### src/design/spihc_defines.svh
// Constants for the SPI host/client serial port: offsets, fields, modes.
// Assumes a single 250 MHz system clock and a plain register port.
`ifndef SPIHC_DEFINES_SVH
`define SPIHC_DEFINES_SVH

`define SPIHC_ADDR_STATUS 3'h0
`define SPIHC_ADDR_CTRL1 3'h1
`define SPIHC_ADDR_CTRL3 3'h2
`define SPIHC_ADDR_DATA 3'h3
`define SPIHC_ADDR_RELOAD 3'h4
`define SPIHC_ADDR_FLAG 3'h5

`define SPIHC_BIT_SMP 7
`define SPIHC_BIT_CKE 6
`define SPIHC_BIT_BF 0
`define SPIHC_BIT_WRITE_COLLISION_FLAG 7
`define SPIHC_BIT_OVF 6
`define SPIHC_BIT_EN 5
`define SPIHC_BIT_CKP 4
`define SPIHC_BIT_BUFFER_OVERWRITE_ENABLE 4
`define SPIHC_BIT_IF 0

`define SPIHC_RST_CTRL 1'b0
`define SPIHC_RST_MODE 4'h0
`define SPIHC_RST_BYTE 8'h00

`define SPIHC_MODE_DIV4 4'h0
`define SPIHC_MODE_DIV16 4'h1
`define SPIHC_MODE_DIV64 4'h2
`define SPIHC_MODE_TIMER 4'h3
`define SPIHC_MODE_CLI_SS 4'h4
`define SPIHC_MODE_CLI 4'h5
`define SPIHC_MODE_RELOAD 4'hA

`define SPIHC_HALF_DIV4 10'h002
`define SPIHC_HALF_DIV16 10'h008
`define SPIHC_HALF_DIV64 10'h020
`define SPIHC_HALF_BASE 10'h002
`define SPIHC_LAST_BIT 4'h7
`define SPIHC_LAST_STEP 5'h10

`endif

### src/design/spihc_pkg.sv
// Types for the SPI host/client serial port.
// Assumes the defines header is compiled alongside.
package spihc_pkg;

   typedef enum logic {SPIHC_IDLE, SPIHC_SHIFT} spihc_host_type;

   typedef struct packed {
      logic sckS1;
      logic sckS2;
      logic sckPrev;
      logic sdiS1;
      logic sdiS2;
      logic ssS1;
      logic ssS2;
      logic enable;
      logic cpol;
      logic cke;
      logic sample_phase;
      logic buffer_overwrite_enable;
      logic [3:0] mode;
      logic write_collision_flag;
      logic ovf;
      logic bf;
      logic intFlag;
      logic [7:0] dataBuf;
      logic [7:0] reload;
      logic [7:0] shreg;
      logic outBit;
      logic [3:0] bitCnt;
      logic [4:0] step;
      logic [9:0] divCnt;
      spihc_host_type hostState;
      logic sckLvl;
      logic sckOe;
      logic sdoOe;
      logic [7:0] rdData;
      logic sampleDue;
   } spihc_state_type;

endpackage

### src/design/spihc_port.sv
// SPI host/client serial port with register port, byte buffer and flags.
// Assumes pins are synchronised here and the period timer is on ref_clk.
//
// The placing of the registers and strobed register access were left to the implementer.
`timescale 1ns/10ps
`include "spihc_defines.svh"

module spihc_port
   import spihc_pkg::*;
(
   input wire logic ref_clk,
   input wire logic rst_b,
   input wire logic [2:0] regAddr,
   input wire logic [7:0] regWdata,
   input wire logic regWr,
   input wire logic regRd,
   output logic [7:0] regRdata,
   input wire logic sleepReq,
   input wire logic periodMatch,
   input wire logic sckIn,
   output logic sckOut,
   output logic sckOe,
   input wire logic sdiIn,
   output logic sdoOut,
   output logic sdoOe,
   input wire logic ssIn_b,
   output logic portInterruptFlag,
   output logic bufferFullFlag
);

   spihc_state_type s;
   spihc_state_type next_s;
   logic hostMode;
   logic clientMode;
   logic ssCtl;
   logic busy;
   logic tick;
   logic leading;
   logic sampleEdge;
   logic changeEdge;
   logic done;
   logic ssActive;
   logic [9:0] half;
   logic [7:0] sh;

   function automatic logic spihc_is_host(input logic [3:0] m);
      spihc_is_host = (m == `SPIHC_MODE_DIV4) || (m == `SPIHC_MODE_DIV16) ||
         (m == `SPIHC_MODE_DIV64) || (m == `SPIHC_MODE_TIMER) ||
         (m == `SPIHC_MODE_RELOAD);
   endfunction

   function automatic logic spihc_is_client(input logic [3:0] m);
      spihc_is_client = (m == `SPIHC_MODE_CLI_SS) || (m == `SPIHC_MODE_CLI);
   endfunction

   function automatic logic [9:0] spihc_half(input logic [3:0] m,
                                             input logic [7:0] r);
      case (m)
         `SPIHC_MODE_DIV4: spihc_half = `SPIHC_HALF_DIV4;
         `SPIHC_MODE_DIV16: spihc_half = `SPIHC_HALF_DIV16;
         `SPIHC_MODE_DIV64: spihc_half = `SPIHC_HALF_DIV64;
         `SPIHC_MODE_RELOAD: spihc_half = {1'b0, r, 1'b0} + `SPIHC_HALF_BASE;
         default: spihc_half = `SPIHC_HALF_DIV4;
      endcase
   endfunction

   always_comb begin
      next_s = s;
      hostMode = s.enable && spihc_is_host(s.mode);
      clientMode = s.enable && spihc_is_client(s.mode);
      ssCtl = s.mode == `SPIHC_MODE_CLI_SS;
      busy = (s.hostState == SPIHC_SHIFT) || (clientMode && s.bitCnt != 4'h0);
      half = spihc_half(s.mode, s.reload);
      tick = 1'b0;
      leading = 1'b0;
      sampleEdge = 1'b0;
      changeEdge = 1'b0;
      done = 1'b0;
      ssActive = 1'b0;
      sh = s.shreg;

      // Pin synchronisers
      next_s.sckS1 = sckIn;
      next_s.sckS2 = s.sckS1;
      next_s.sckPrev = s.sckS2;
      next_s.sdiS1 = sdiIn;
      next_s.sdiS2 = s.sdiS1;
      next_s.ssS1 = ssIn_b;
      next_s.ssS2 = s.ssS1;

      // Register reads; the shift register has no address
      next_s.rdData = 8'h00;
      if (regRd) begin
         if (regAddr == `SPIHC_ADDR_STATUS) begin
            next_s.rdData[`SPIHC_BIT_SMP] = s.sample_phase;
            next_s.rdData[`SPIHC_BIT_CKE] = s.cke;
            next_s.rdData[`SPIHC_BIT_BF] = s.bf;
         end else if (regAddr == `SPIHC_ADDR_CTRL1) begin
            next_s.rdData[`SPIHC_BIT_WRITE_COLLISION_FLAG] = s.write_collision_flag;
            next_s.rdData[`SPIHC_BIT_OVF] = s.ovf;
            next_s.rdData[`SPIHC_BIT_EN] = s.enable;
            next_s.rdData[`SPIHC_BIT_CKP] = s.cpol;
            next_s.rdData[3:0] = s.mode;
         end else if (regAddr == `SPIHC_ADDR_CTRL3) begin
            next_s.rdData[`SPIHC_BIT_BUFFER_OVERWRITE_ENABLE] = s.buffer_overwrite_enable;
         end else if (regAddr == `SPIHC_ADDR_DATA) begin
            next_s.rdData = s.dataBuf;
            next_s.bf = 1'b0;
         end else if (regAddr == `SPIHC_ADDR_RELOAD) begin
            next_s.rdData = s.reload;
         end else if (regAddr == `SPIHC_ADDR_FLAG) begin
            next_s.rdData[`SPIHC_BIT_IF] = s.intFlag;
         end
      end

      // Register writes; flags clear by writing zero, never set by software
      if (regWr) begin
         if (regAddr == `SPIHC_ADDR_STATUS) begin
            next_s.sample_phase = regWdata[`SPIHC_BIT_SMP];
            next_s.cke = regWdata[`SPIHC_BIT_CKE];
         end else if (regAddr == `SPIHC_ADDR_CTRL1) begin
            if (!regWdata[`SPIHC_BIT_WRITE_COLLISION_FLAG]) begin
               next_s.write_collision_flag = 1'b0;
            end
            if (!regWdata[`SPIHC_BIT_OVF]) begin
               next_s.ovf = 1'b0;
            end
            next_s.enable = regWdata[`SPIHC_BIT_EN];
            next_s.cpol = regWdata[`SPIHC_BIT_CKP];
            next_s.mode = regWdata[3:0];
         end else if (regAddr == `SPIHC_ADDR_CTRL3) begin
            next_s.buffer_overwrite_enable = regWdata[`SPIHC_BIT_BUFFER_OVERWRITE_ENABLE];
         end else if (regAddr == `SPIHC_ADDR_RELOAD) begin
            next_s.reload = regWdata;
         end else if (regAddr == `SPIHC_ADDR_FLAG) begin
            if (!regWdata[`SPIHC_BIT_IF]) begin
               next_s.intFlag = 1'b0;
            end
         end else if (regAddr == `SPIHC_ADDR_DATA) begin
            if (busy || s.write_collision_flag) begin
               next_s.write_collision_flag = 1'b1;
            end else begin
               next_s.dataBuf = regWdata;
               next_s.shreg = regWdata;
               sh = regWdata;
               if (s.cke) begin
                  next_s.outBit = regWdata[7];
               end
               if (hostMode) begin
                  next_s.hostState = SPIHC_SHIFT;
                  next_s.step = 5'h00;
                  next_s.divCnt = 10'h000;
               end
            end
         end
      end

      // Shift engine
      if (!s.enable) begin
         next_s.bitCnt = 4'h0;
         next_s.hostState = SPIHC_IDLE;
         next_s.step = 5'h00;
         next_s.sckLvl = s.cpol;
         next_s.sckOe = 1'b0;
         next_s.sdoOe = 1'b0;
         next_s.sampleDue = 1'b0;
      end else if (hostMode) begin
         next_s.sckOe = 1'b1;
         next_s.sdoOe = 1'b1;
         // Capture one cycle after the sample edge: the input synchroniser
         // lags the far side's change by two cycles at the fastest rate
         next_s.sampleDue = 1'b0;
         if (s.sampleDue) begin
            sh = {s.shreg[6:0], s.sdiS2};
            next_s.shreg = sh;
         end
         if (s.hostState == SPIHC_IDLE) begin
            next_s.sckLvl = s.cpol;
         end else if (!sleepReq) begin
            if (s.mode == `SPIHC_MODE_TIMER) begin
               tick = periodMatch;
            end else begin
               tick = s.divCnt == half - 10'h001;
               next_s.divCnt = tick ? 10'h000 : s.divCnt + 10'h001;
            end
            if (tick && s.step != `SPIHC_LAST_STEP) begin
               next_s.sckLvl = ~s.sckLvl;
               leading = !s.step[0];
               changeEdge = s.cke ? !leading : leading;
               if (s.sample_phase) begin
                  sampleEdge = s.cke ? !leading : (leading && s.step != 5'h00);
               end else begin
                  sampleEdge = s.cke ? leading : !leading;
               end
               next_s.sampleDue = sampleEdge;
               next_s.shreg = sh;
               if (changeEdge) begin
                  next_s.outBit = sh[7];
               end
               next_s.step = s.step + 5'h01;
            end else if (tick) begin
               // Late sample for the last bit lands after the final edge
               if (s.sample_phase && !s.cke) begin
                  sh = {s.shreg[6:0], s.sdiS2};
               end
               next_s.shreg = sh;
               done = 1'b1;
               next_s.hostState = SPIHC_IDLE;
               next_s.step = 5'h00;
            end
         end
      end else if (clientMode) begin
         next_s.sckOe = 1'b0;
         next_s.sckLvl = s.cpol;
         next_s.hostState = SPIHC_IDLE;
         ssActive = ssCtl ? !s.ssS2 : 1'b1;
         next_s.sdoOe = ssActive;
         if (!ssActive) begin
            next_s.bitCnt = 4'h0;
         end else if (s.sckS2 != s.sckPrev) begin
            // Runs off ref_clk, which keeps going while the core sleeps
            leading = s.sckS2 != s.cpol;
            sampleEdge = s.cke ? leading : !leading;
            changeEdge = !sampleEdge;
            if (sampleEdge) begin
               sh = {s.shreg[6:0], s.sdiS2};
               next_s.shreg = sh;
               if (s.bitCnt == `SPIHC_LAST_BIT) begin
                  next_s.bitCnt = 4'h0;
                  done = 1'b1;
               end else begin
                  next_s.bitCnt = s.bitCnt + 4'h1;
               end
            end
            if (changeEdge) begin
               next_s.outBit = s.shreg[7];
            end
         end
      end else begin
         next_s.sckOe = 1'b0;
         next_s.sdoOe = 1'b0;
         next_s.sckLvl = s.cpol;
         next_s.hostState = SPIHC_IDLE;
      end

      // Completion set wins over a same-cycle read clear, except when bf was already set and overwrite is off
      if (done) begin
         if (!s.bf || s.buffer_overwrite_enable) begin
            next_s.dataBuf = sh;
            next_s.bf = 1'b1;
         end else begin
            next_s.ovf = 1'b1;
         end
         next_s.intFlag = 1'b1;
      end
   end

   always_ff @(posedge ref_clk or negedge rst_b) begin
      if (!rst_b) begin
         s <= '0;
         s.hostState <= SPIHC_IDLE;
         s.mode <= `SPIHC_RST_MODE;
         s.enable <= `SPIHC_RST_CTRL;
         s.dataBuf <= `SPIHC_RST_BYTE;
         s.reload <= `SPIHC_RST_BYTE;
      end else begin
         s <= next_s;
      end
   end

   assign regRdata = s.rdData;
   assign sckOut = s.sckLvl;
   assign sckOe = s.sckOe;
   assign sdoOut = s.outBit;
   assign sdoOe = s.sdoOe;
   assign portInterruptFlag = s.intFlag;
   assign bufferFullFlag = s.bf;

endmodule

### config.mk
export PLATFORM = sky130hd
export DESIGN_NAME = spihc_port
export DESIGN_NICKNAME = d
export VERILOG_FILES = /design/src/design/spihc_pkg.sv /design/src/design/spihc_port.sv
export VERILOG_INCLUDE_DIRS = /design/src /design/src/design
export SDC_FILE = /design/constraint.sdc
export NUM_CORES = 1
export LEC_CHECK = 0
export ABC_CLOCK_PERIOD_IN_PS = 3400
export BUFFER_PORTS_ARGS = -buffer_cell sky130_fd_sc_hd__buf_4
export CORE_MARGIN = 4
export CORE_UTILIZATION = 30
export CTS_BUF_LIST = sky130_fd_sc_hd__clkbuf_16
export CTS_CLUSTER_SIZE = 24
export DETAILED_ROUTE_END_ITERATION = 6
export HOLD_SLACK_MARGIN = 0.06
export MAX_ROUTING_LAYER = met4
export SYNTH_ARGS = -nofsm -noshare
export SYNTH_HDL_FRONTEND = slang
export SYNTH_SLANG_ARGS = --single-unit
### constraint.sdc
create_clock -name ref_clk -period 3.4 [get_ports ref_clk]
set_input_delay 0.17 -clock ref_clk [delete_from_list [all_inputs] [get_ports ref_clk]]
set_output_delay 0.17 -clock ref_clk [all_outputs]
set_load 0.005 [all_outputs]
; After elaboration in Yosys (flattened, before gate mapping)
; Index checks and enable logic that the tools add are counted.
; W data, S select, Z words.
[totals]
word_cells = 245
out_inout_bits = 14
input_bits = 20
regBits = 77
[op_classes]
add_sub_neg = 5
n_reduce_logical = 35
eq_ne = 32
bitwise_logic = 4
mux = 139
[ops]
columns = op, n
row1 = $mux W8, 32
row2 = $mux W16, 10
row3 = $mux W26, 4
row4 = $mux W9, 11
row5 = $mux W1, 60
row6 = $mux W10, 3
row7 = $pmux W10 S3, 1
row8 = $mux W4, 7
row9 = $mux W13, 2
row10 = $ne A2 B2 Y1 const B, 9
row11 = $mux W17, 1
row12 = $mux W15, 1
row13 = $mux W5, 3
row14 = $eq A4 B3 Y1 const B, 3
row15 = $mux W11, 1
row16 = $add A10 B1 Y10 const B, 1
row17 = $add A9 B2 Y10 const B, 1
row18 = $eq A10 B10 Y1, 1
row19 = $sub A10 B1 Y10 const B, 1
row20 = $eq A4 B2 Y1 const B, 2
row21 = $logic_or A1 B1 Y1, 8
row22 = $reduce_and A4 Y1, 2
row23 = $reduce_and A8 Y1, 1
row24 = $reduce_bool A2 Y1, 4
row25 = 27 further kinds, 46

; Longest topological paths before layout
; Gate-level depths: netlist of the first run.
[logic_depth]
word_depth = 24
ltp_mapped = 15
depth_no_buf = 13

; Worst setup path after synthesis of the first run
; Ideal clock, no wire load.
[synth_timing]
path_type = reg-to-reg
startpoint = reg s[41] (netlist bit)
endpoint = reg s[49] (netlist bit)
arrival_time_ps = 3086
required_ps = 3305
setup_time_ps = 95
period_less_slack_ps = 3181
path_slack_ps = 219
stages_incl_launch_ff = 14
path_buffers = 2
cell_sequence = dfrtp_1 > ha_1 > buf_2 > nand3_1 > mux2i_2 > nand3b_1 > a21o_1 > a2111o_1 > nor4b_2 > a32o_2 > and4_1 > buf_4 > nor3_1 > o31ai_1
[synth_lines]
columns = element, line
row1 = from (decl), spihc_port.sv:31  ; spihc_state_type s;
row2 = from (signal assigned), spihc_port.sv:267  ; s <= next_s;

==> results.cfg, run 1 <==
[synth]
synth_edf_count = 0
synth-seq-cells = 77
yosysSeqAreaShare_pct = 39.2
synth_ff_type = dfrtp_1
syn_inst = 563
synth_cell_types = 72
synth_nets = 590
synthArstFlopShare_pct = 100
syn_area_sq_um = 4920
synth_warnings = 0
netlist_top_cells_area = dfrtp_1 39%, nand2_1 6.2%, mux2_2 4.1%
syn_avg_cell_area_sq_um = 8.73
synth_largest_area_cell = dfrtp_1
netlist.area_leader.share_pct = 39.2

[clock_tree]
root_buffer = clkbuf_16
clk_pin_slew_ns = 0.06
cts_buffers = 9
clk_path_buf_depth = 2
cts_sinks = 77
cts_tree = done
cts_max_level = 3
clock_latency_ns = 0.34

[route]
via_count = 4373
drt-initial-drc-count = 380
viasPerCell = 5.31
wl_per_cell_microns = 16.9
antenna_left = 0
first_pass_iters = 5
drt_wl_total_microns = 13900
drc = 0

[status]
status = finished clean

[placement]
hpwl_microns = 10500
io_buffers = 33
globalplace.congestion = 0.911

[global_route]
grt_pass1_vias = 4226
grt_remaining_overflow = 0
grt_max_degree = 78
antenna_found_initial = 0
grt_usage_pct = 15.9
grt_first_pass_wirelength_microns = 22600

[worst_setup_path]
worst-r2r-cell-count = 11
end_kind = flop
path_cells = ha_2 > nor3_1 > a41oi_2 > o31a_1 > or4_1 > a21o_1 > nand3_2 > a32o_2 > and4_4 > nor3_1 > o31ai_1
r2r_slack_ns = 0.18
cpMostUsedCell = nor3_1
max_stage_delay_ns = 0.51
start_kind = flop
crit_slowest_cell = or4_1
regToRegEndpoint = s[51]
path_max_fanout = 7
reg2reg_from = s[41]
worst_ep_required_time_ns = 3.64
crit_arrival_ns = 3.46
worstSetupPathType = flop to flop

[die]
initial_core_util_pct = 30.7
die_h_microns = 136
die_area_sq_um = 18500
die_x_microns = 136
coreArea_sq_um = 16000
num_rows = 46
io_pins = 34

[pwr]
p_leak_nw = 2.53
power.density_nw_per_um2 = 544
seq_power_share_pct = 37.8
power_w = 0.00321
ir_worst_vdd_mv = 0.242
comb_power_share_pct = 30.4
p_clk_share_pct = 31.8
p_int_w = 0.00213
switching_share_pct = 33.5
p_sw_w = 0.00107

[cells_and_area]
final_nets = 629
antennaDiodeCount = 0
syn_to_final_growth_pct = 19.9
layout-drive-gt1-share_pct = 20.4

[timing]
drv_slew = 0
setup_viol = 0
relSlewSlack_pct = 33.0
tightest_slew_ns = 1.00
fin_skew_ns = 0.00815
fin_setup_tns_ns = 0
fmax_mhz = 311
period_needed_ns = 3.22
timing.final.crit_share_pct = 94.6
whs_ns = 0.0830
hold_viol = 0

[min_path]
whs_endpoint = s[64]
holdPathStages = 3
hp-start = regWdata[3]
hold_path.class = input port to flop

[job]
drv_cap = 0
## cell usage after synthesis, drive strengths merged, types with 12 or more instances
library cell   n
a21oi         25
buf           24
clkbuf        12
dfrtp         77
inv           19
mux2          18
nand2         82
nand3         24
nor2          34
nor3          19
o21ai         42
xnor2         13
## stage by stage
stage          utilization [%]  cells  instance area (sq um)  setup WS [ns]
2_1_floorplan                -    563                   4920          0.219
3_3_place_gp              34.1    802                   5450          0.143
3_5_place_dp              34.1    802                   5450        0.00420
4_1_cts                   36.3    822                   5810         0.0508
5_1_grt                   36.9    823                   5900       -0.00754
6_report                  36.9    823                   5900          0.184
## sequential cells by signal (all words and copies together) (netlist names)
name / count
regRdata: 8
sdoOut: 1
sckOe: 1
s: 59
sckOut: 1
sdoOe: 1
bufferFullFlag: 1
next_s: 4
portInterruptFlag: 1
## critical path: cells and delay by family, from the launching register on
kind	cells	cell delay (ns)
compound gates	5	1.17
fa+ha+maj	1	0.25
flops	1	0.42
simple gates	5	1.27
## cell type report
cell class	count	area (sq um)
Timing Repair Buffer	64	490
Inverter	20	75.1
Clock inverter	7	91.3
Multi-Input combinational cell	430	2810
Tap cell	216	270
Clock buffer	9	225
Sequential cell	77	1930
Fill cell	1649	10100
## metal layers
metal / wire length, microns / GRT usage (%)
met1: 6610 / 21.6
met2: 6140 / 23.1
met3: 691 / 3.48
met4: 446 / 6.22
met5: 0 / -
## worst max path at each step
| stage | from | to | slack (ns) | cells after the start |
|---|---|---|---|---|
| floorplan | s[41] | s[49] | 0.22 | 13 |
| global placement | s[62] | s[55] | 0.14 | 12 |
| detailed placement | s[62] | s[52] | 0.004 | 12 |
| CTS | s[62] | s[52] | 0.05 | 12 |
| global route | s[41] | s[51] | -0.008 | 11 |
| finish | s[41] | s[51] | 0.18 | 11 |
## repair_timing
item	4_1_cts	5_1_grt
setup endpoints to repair	2	22
hold buffers	4	0
resized for setup	1	18
setup buffers	0	1
pin swaps	0	3
endpoints found under the hold margin	79	0
## kinds of logic (layout without fill, tap and decap cells)
| logic type | Yosys count | in the layout | share of synthesized area [%] |
|---|---|---|---|
| buffers and inverters | 56 | 100 | 5.27 |
| adder cells (fa/ha/maj) | 7 | 7 | 1.78 |
| AND/OR/NAND/NOR | 239 | 239 | 25.2 |
| flip-flops | 77 | 77 | 39.2 |
| XOR/XNOR | 22 | 22 | 3.92 |
| AO/OA/AOI/OAI | 133 | 133 | 18.2 |
| multiplexers | 29 | 29 | 6.44 |
## cell usage in the layout, fill, tap and decap left out, types with 10 or more instances in the layout
cell / n
xnor2_1: 12
nor2_1: 34
nand3_1: 23
dfrtp_1: 74
inv_1: 20
a21oi_1: 24
nor2b_1: 11
o31ai_1: 10
nand2_1: 81
mux2i_1: 10
mux2_2: 18
o21ai_0: 40
buf_4: 60
nor3_1: 18
## power by group through the flow
stage	Sequential, W	Clock, W	Combinational, W
global route	0.00123	0.00107	0.00108
CTS	0.00120	0.00104	0.000943
global placement	0.00121	0	0.000921
floorplan	0.00115	0	0.000661
detailed placement	0.00122	0	0.000936
finish	0.00121	0.00102	0.000974
(Power assumes the default switching activity.)
==> inputs of run 2 (changes only) <==
--- a/config.mk
+++ b/config.mk
@@ -9,12 +9,13 @@
 export ABC_CLOCK_PERIOD_IN_PS = 3400
 export BUFFER_PORTS_ARGS = -buffer_cell sky130_fd_sc_hd__buf_4
 export CORE_MARGIN = 4
-export CORE_UTILIZATION = 30
+export CORE_UTILIZATION = 55
 export CTS_BUF_LIST = sky130_fd_sc_hd__clkbuf_16
 export CTS_CLUSTER_SIZE = 24
 export DETAILED_ROUTE_END_ITERATION = 6
 export HOLD_SLACK_MARGIN = 0.06
 export MAX_ROUTING_LAYER = met4
+export PLACE_DENSITY = 0.77
 export SYNTH_ARGS = -nofsm -noshare
 export SYNTH_HDL_FRONTEND = slang
 export SYNTH_SLANG_ARGS = --single-unit
==> run 2 against run 1 <==
- first-iteration DRC count decreased by 19%
- flip-flop and latch count unchanged
- clock power decreased by 9%
- final cell count decreased by 14%
- worst setup slack got worse by 0.027 ns
- fmax decreased by 0.84%
- critical path type unchanged
- critical endpoint is now s[27]
- largest power group unchanged
==> results.cfg, run 2 (synthesis results as in run 1) <==
[clock_tree]
cts_tree = done
clk_pin_slew_ns = 0.06
cts_sinks = 77
cts_max_level = 3
cts_buffers = 9
clk_path_buf_depth = 2
clock_latency_ns = 0.34
root_buffer = clkbuf_16

[route]
wl_per_cell_microns = 17.7
via_count = 4357
drt-initial-drc-count = 309
viasPerCell = 6.15
first_pass_iters = 5
antenna_left = 0
drc = 0
drt_wl_total_microns = 12500

[cells_and_area]
final_cells = 708
top_register = s
fin_util_pct = 64.7
antennaDiodeCount = 0
layout-drive-gt1-share_pct = 19.0
final_common_cell = nand2_1
syn_to_final_growth_pct = 14.8
largest_reg_flops = 59
nFillCells = 699
final_cell_mix = 81 x nand2_1, 74 x dfrtp_1, 53 x buf_4
final_nets = 622

[global_route]
grt_max_degree = 78
grt_pass1_vias = 4193
grt_remaining_overflow = 0
grt_first_pass_wirelength_microns = 20500
grt_usage_pct = 25.8
antenna_found_initial = 0

[worst_setup_path]
crit_arrival_ns = 3.46
path_max_fanout = 9
worstSetupPathType = flop to flop
end_kind = flop
worst_ep_required_time_ns = 3.62
start_kind = flop

[job]
drv_cap = 0

[timing]
setup_viol = 0
drv_slew = 0
fmax_mhz = 308
tightest_slew_ns = 0.978
hold_viol = 0
whs_ns = 0.0804
fin_skew_ns = 0.0112
period_needed_ns = 3.24
relSlewSlack_pct = 34.8
timing.final.crit_share_pct = 95.4

[pwr]
p_clk_share_pct = 30.4
power_w = 0.00305
comb_power_share_pct = 29.3
seq_power_share_pct = 40.3
p_int_w = 0.00196
switching_share_pct = 35.7
power.density_nw_per_um2 = 540
ir_worst_vdd_mv = 0.312
p_sw_w = 0.00109
p_leak_nw = 2.45

[die]
io_pins = 34
die_area_sq_um = 10500
initial_core_util_pct = 56.4
die_x_microns = 103
coreArea_sq_um = 8720
num_rows = 34
die_h_microns = 103

[placement]
dp.cells = 685
globalplace.congestion = 0.987
hpwl_microns = 9050
io_buffers = 33

[min_path]
hold_path.class = input port to flop

[status]
status = finished clean
-- run 2: what timing repair did --
item | CTS | global route
hold endpoints to repair | 80 | 0
gates resized for setup | 1 | 12
hold buffers | 4 | 0
endpoints found under the setup margin | 1 | 25
pin swaps | 0 | 3
buffers inserted | 0 | 3
-- run 2: worst paths after layout --
check                                  end   startpoint  slack [ns]  cells past startpoint
min in group asynchronous            s[18]        rst_b        0.51                      2
worst max-delay path                 s[27]        s[64]        0.16                     13
worst max register to register       s[27]        s[64]        0.16                     13
worst min register to register  next_s[74]   next_s[75]        0.35                      0
max in group asynchronous            s[45]        rst_b        2.18                      2
worst min-delay path                 s[64]  regWdata[3]        0.08                      3
-- run 2: power groups by stage --
stage,registers [W],logic [W],clock network [W]
2_1_floorplan,0.00115,0.000661,0
3_3_place_gp,0.00122,0.000839,0
3_5_place_dp,0.00123,0.000863,0
4_1_cts,0.00122,0.000874,0.000941
5_1_grt,0.00124,0.000993,0.000982
6_report,0.00123,0.000894,0.000926
-- run 2: worst max-delay path, cell delays in order, from the launching register on --
cell	delay, ns
dfrtp_1	0.52
nor2_1	0.12
a22oi_2	0.23
nor2_1	0.07
ha_1	0.30
xor2_1	0.15
nand2_1	0.09
nor3_1	0.20
and4_1	0.23
and4_1	0.27
nand4_4	0.17
and2_1	0.22
o31a_1	0.24
o311a_1	0.29
-- run 2: metal layers --
layer	wire, microns	track usage, %	vias up
li1	-	-	2077
met1	5410	33.8	2127
met2	6140	40.1	133
met3	672	3.72	20
met4	278	11.0	0
met5	0	-	-
-- run 2: area by class of cell --
class                   instances  area [sq um]  area share (%)
inverters                      20          75.1            1.33
repair buffers                 57           438            7.76
flip-flops and latches         77          1930            34.2
clock buffers                   9           225            3.99
clock inverters                 7          57.6            1.02
well taps                     108           135            2.39
multi-input cells             430          2780            49.3
-- run 2: through the flow --
stage	instance area, sq um	setup slack, ns	setup TNS (ns)
6_report	5650	0.156	0
5_1_grt	5650	-0.0417	-0.170
4_1_cts	5570	0.0178	0
3_5_place_dp	5250	0.0473	0
3_3_place_gp	5250	0.178	0
2_1_floorplan	4920	0.219	0
==> inputs of run 3 (changes only) <==
--- a/config.mk
+++ b/config.mk
@@ -13,6 +13,7 @@
 export CTS_BUF_LIST = sky130_fd_sc_hd__clkbuf_16
 export CTS_CLUSTER_SIZE = 24
 export DETAILED_ROUTE_END_ITERATION = 6
+export GPL_TIMING_DRIVEN = 0
 export HOLD_SLACK_MARGIN = 0.06
 export MAX_ROUTING_LAYER = met4
 export PLACE_DENSITY = 0.77
==> run 3 against run 2 <==
- wire length rose by 10%
- global-route usage rose by 0.96 points
- first-iteration DRC count rose by 35%
- final area rose by 9.1%
- worst setup slack got worse by 0.12 ns
- utilization rose by 5.9 points
- hold slack improved by 0.011 ns
==> results.cfg, run 3 (synthesis results as in run 1) <==
[status]
status = finished clean

[cells_and_area]
final_common_cell = nand2_1
final_cell_mix = 81 x nand2_1, 75 x dfrtp_1, 55 x buf_4
nFillCells = 657
syn_to_final_growth_pct = 25.2
largest_reg_flops = 59
fin_util_pct = 70.6
regArea_sq_um = 1930
multi_input_area_sq_um = 3050
layout-drive-gt1-share_pct = 26.0
top_register = s
final_nets = 652
antennaDiodeCount = 0
final_cells = 738

[worst_setup_path]
r2r_slack_ns = 0.03
regToRegEndpoint = s[54]
worst-r2r-cell-count = 14
worst_ep_required_time_ns = 3.61
reg2reg_from = s[42]
path_max_fanout = 8
startpoint = s[42]
critPathCapture = s[54]
crit_arrival_ns = 3.58
end_kind = flop
start_kind = flop
worstSetupPathType = flop to flop

[placement]
io_buffers = 32
hpwl_microns = 9350
place_ws_ns = -0.365
dp.cells = 703
globalplace.congestion = 0.944

[timing]
rsz0062_at_grt = yes
tightest_slew_ns = 0.981
hold_viol = 0
finalWorstSetupSlack_ns = 0.0333
period_needed_ns = 3.37
fin_setup_tns_ns = 0
fin_skew_ns = 0.0120
fmax_mhz = 297
timing.final.crit_share_pct = 99.0
drv_slew = 0
setup_viol = 0
relSlewSlack_pct = 34.6

[job]
drv_cap = 0

[route]
via_count = 4665
routed-wl-met2_microns = 7060
drt-initial-drc-count = 416
drt_wl_total_microns = 13700
dr.max_layer_used = met4
first_pass_iters = 5
antenna_left = 0
wl_met3_microns = 788
viasPerCell = 6.32
wl_per_cell_microns = 18.6
wl_met1_microns = 5680
drc = 0

[clock_tree]
root_buffer = clkbuf_16
cts_buffers = 9
cts_tree = done
clk_pin_slew_ns = 0.07
clk_path_buf_depth = 2
clock_latency_ns = 0.34
cts_max_level = 3
cts_sinks = 77

[die]
initial_core_util_pct = 56.4
die_x_microns = 103
coreArea_sq_um = 8720
num_rows = 34
die_h_microns = 103
io_pins = 34
die_area_sq_um = 10500

[global_route]
antenna_found_initial = 0
grt_max_degree = 78
grt_remaining_overflow = 0
grt_first_pass_wirelength_microns = 21400
grt_usage_pct = 26.7
grt_pass1_vias = 4400

[pwr]
ir_worst_vdd_mv = 0.366
power.density_nw_per_um2 = 559
p_leak_nw = 2.65

[min_path]
hold_path.class = input port to flop
==> run 3: changes by cell type in the layout (fill, tap and decap cells not counted), sizes merged <==
| cell | delta |
|---|---|
| bufinv | +3 |
| clkinv | -1 |
| buf | +16 |
| clkinvlp | -2 |
| clkbuf | +14 |
==> run 3: worst min path at each step <==
| stage | from | to | slack, ns | cells after the start |
|---|---|---|---|---|
| after floorplan | rst_b | bufferFullFlag | -0.13 | 0 |
| after global placement | sckIn | next_s[75] | 0.28 | 1 |
| after detailed placement | sdiIn | next_s[72] | 0.28 | 1 |
| after CTS | regWdata[5] | s[46] | 0.08 | 3 |
| after global routing | regWdata[5] | s[46] | 0.10 | 3 |
| final | regWdata[5] | s[46] | 0.09 | 3 |
==> run 3: worst max-delay path: stages, from the launching register on <==
cell      delay [ns]
dfrtp_1         0.39
clkbuf_4        0.18
and4_1          0.20
buf_2           0.16
a211o_1         0.29
nand3_1         0.12
nand3_1         0.12
a2111o_1        0.46
nor4b_4         0.31
a32o_2          0.31
buf_6           0.13
nand4_1         0.10
buf_6           0.21
a21oi_4         0.17
o31ai_2         0.08
==> run 3: per-layer routing <==
layer,vias up,track usage [%]
met5,-,-
met4,0,8.17
met3,24,5.14
met2,171,43.4
met1,2324,34.0
li1,2146,-
==> run 3: layout make-up <==
class | count | area share (%)
multi-input cells | 430 | 49.5
flip-flops and latches | 77 | 31.3
repair buffers | 51 | 6.56
clock buffers | 9 | 3.66
plain buffers | 36 | 3.41
well taps | 108 | 2.19
clock inverters | 7 | 2.11
inverters | 20 | 1.22
==> run 3: timing repair <==
action	CTS	global route
cloned	0	0
gates resized for setup	16	64
pin swaps	4	22
hold buffers	4	0
setup endpoints to repair	28	28
setup buffers	9	6
endpoints found under the hold margin	79	0
==> run 3: stage by stage <==
stage                     power, W  instance area [sq um]  hold WS, ns
final                      0.00344                   6160       0.0918
after global routing       0.00358                   6160        0.102
after CTS                  0.00329                   5850       0.0838
after detailed placement   0.00209                   5290        0.280
after global placement     0.00205                   5290        0.279
after floorplan            0.00181                   4920       -0.126
==> run 3: power by group <==
group          switching (W)  internal [W]  leakage (nW)
sequential          0.000129       0.00106         0.986
clock               0.000424      0.000732         0.174
combinational       0.000634      0.000463          1.49
total                0.00119       0.00225          2.65
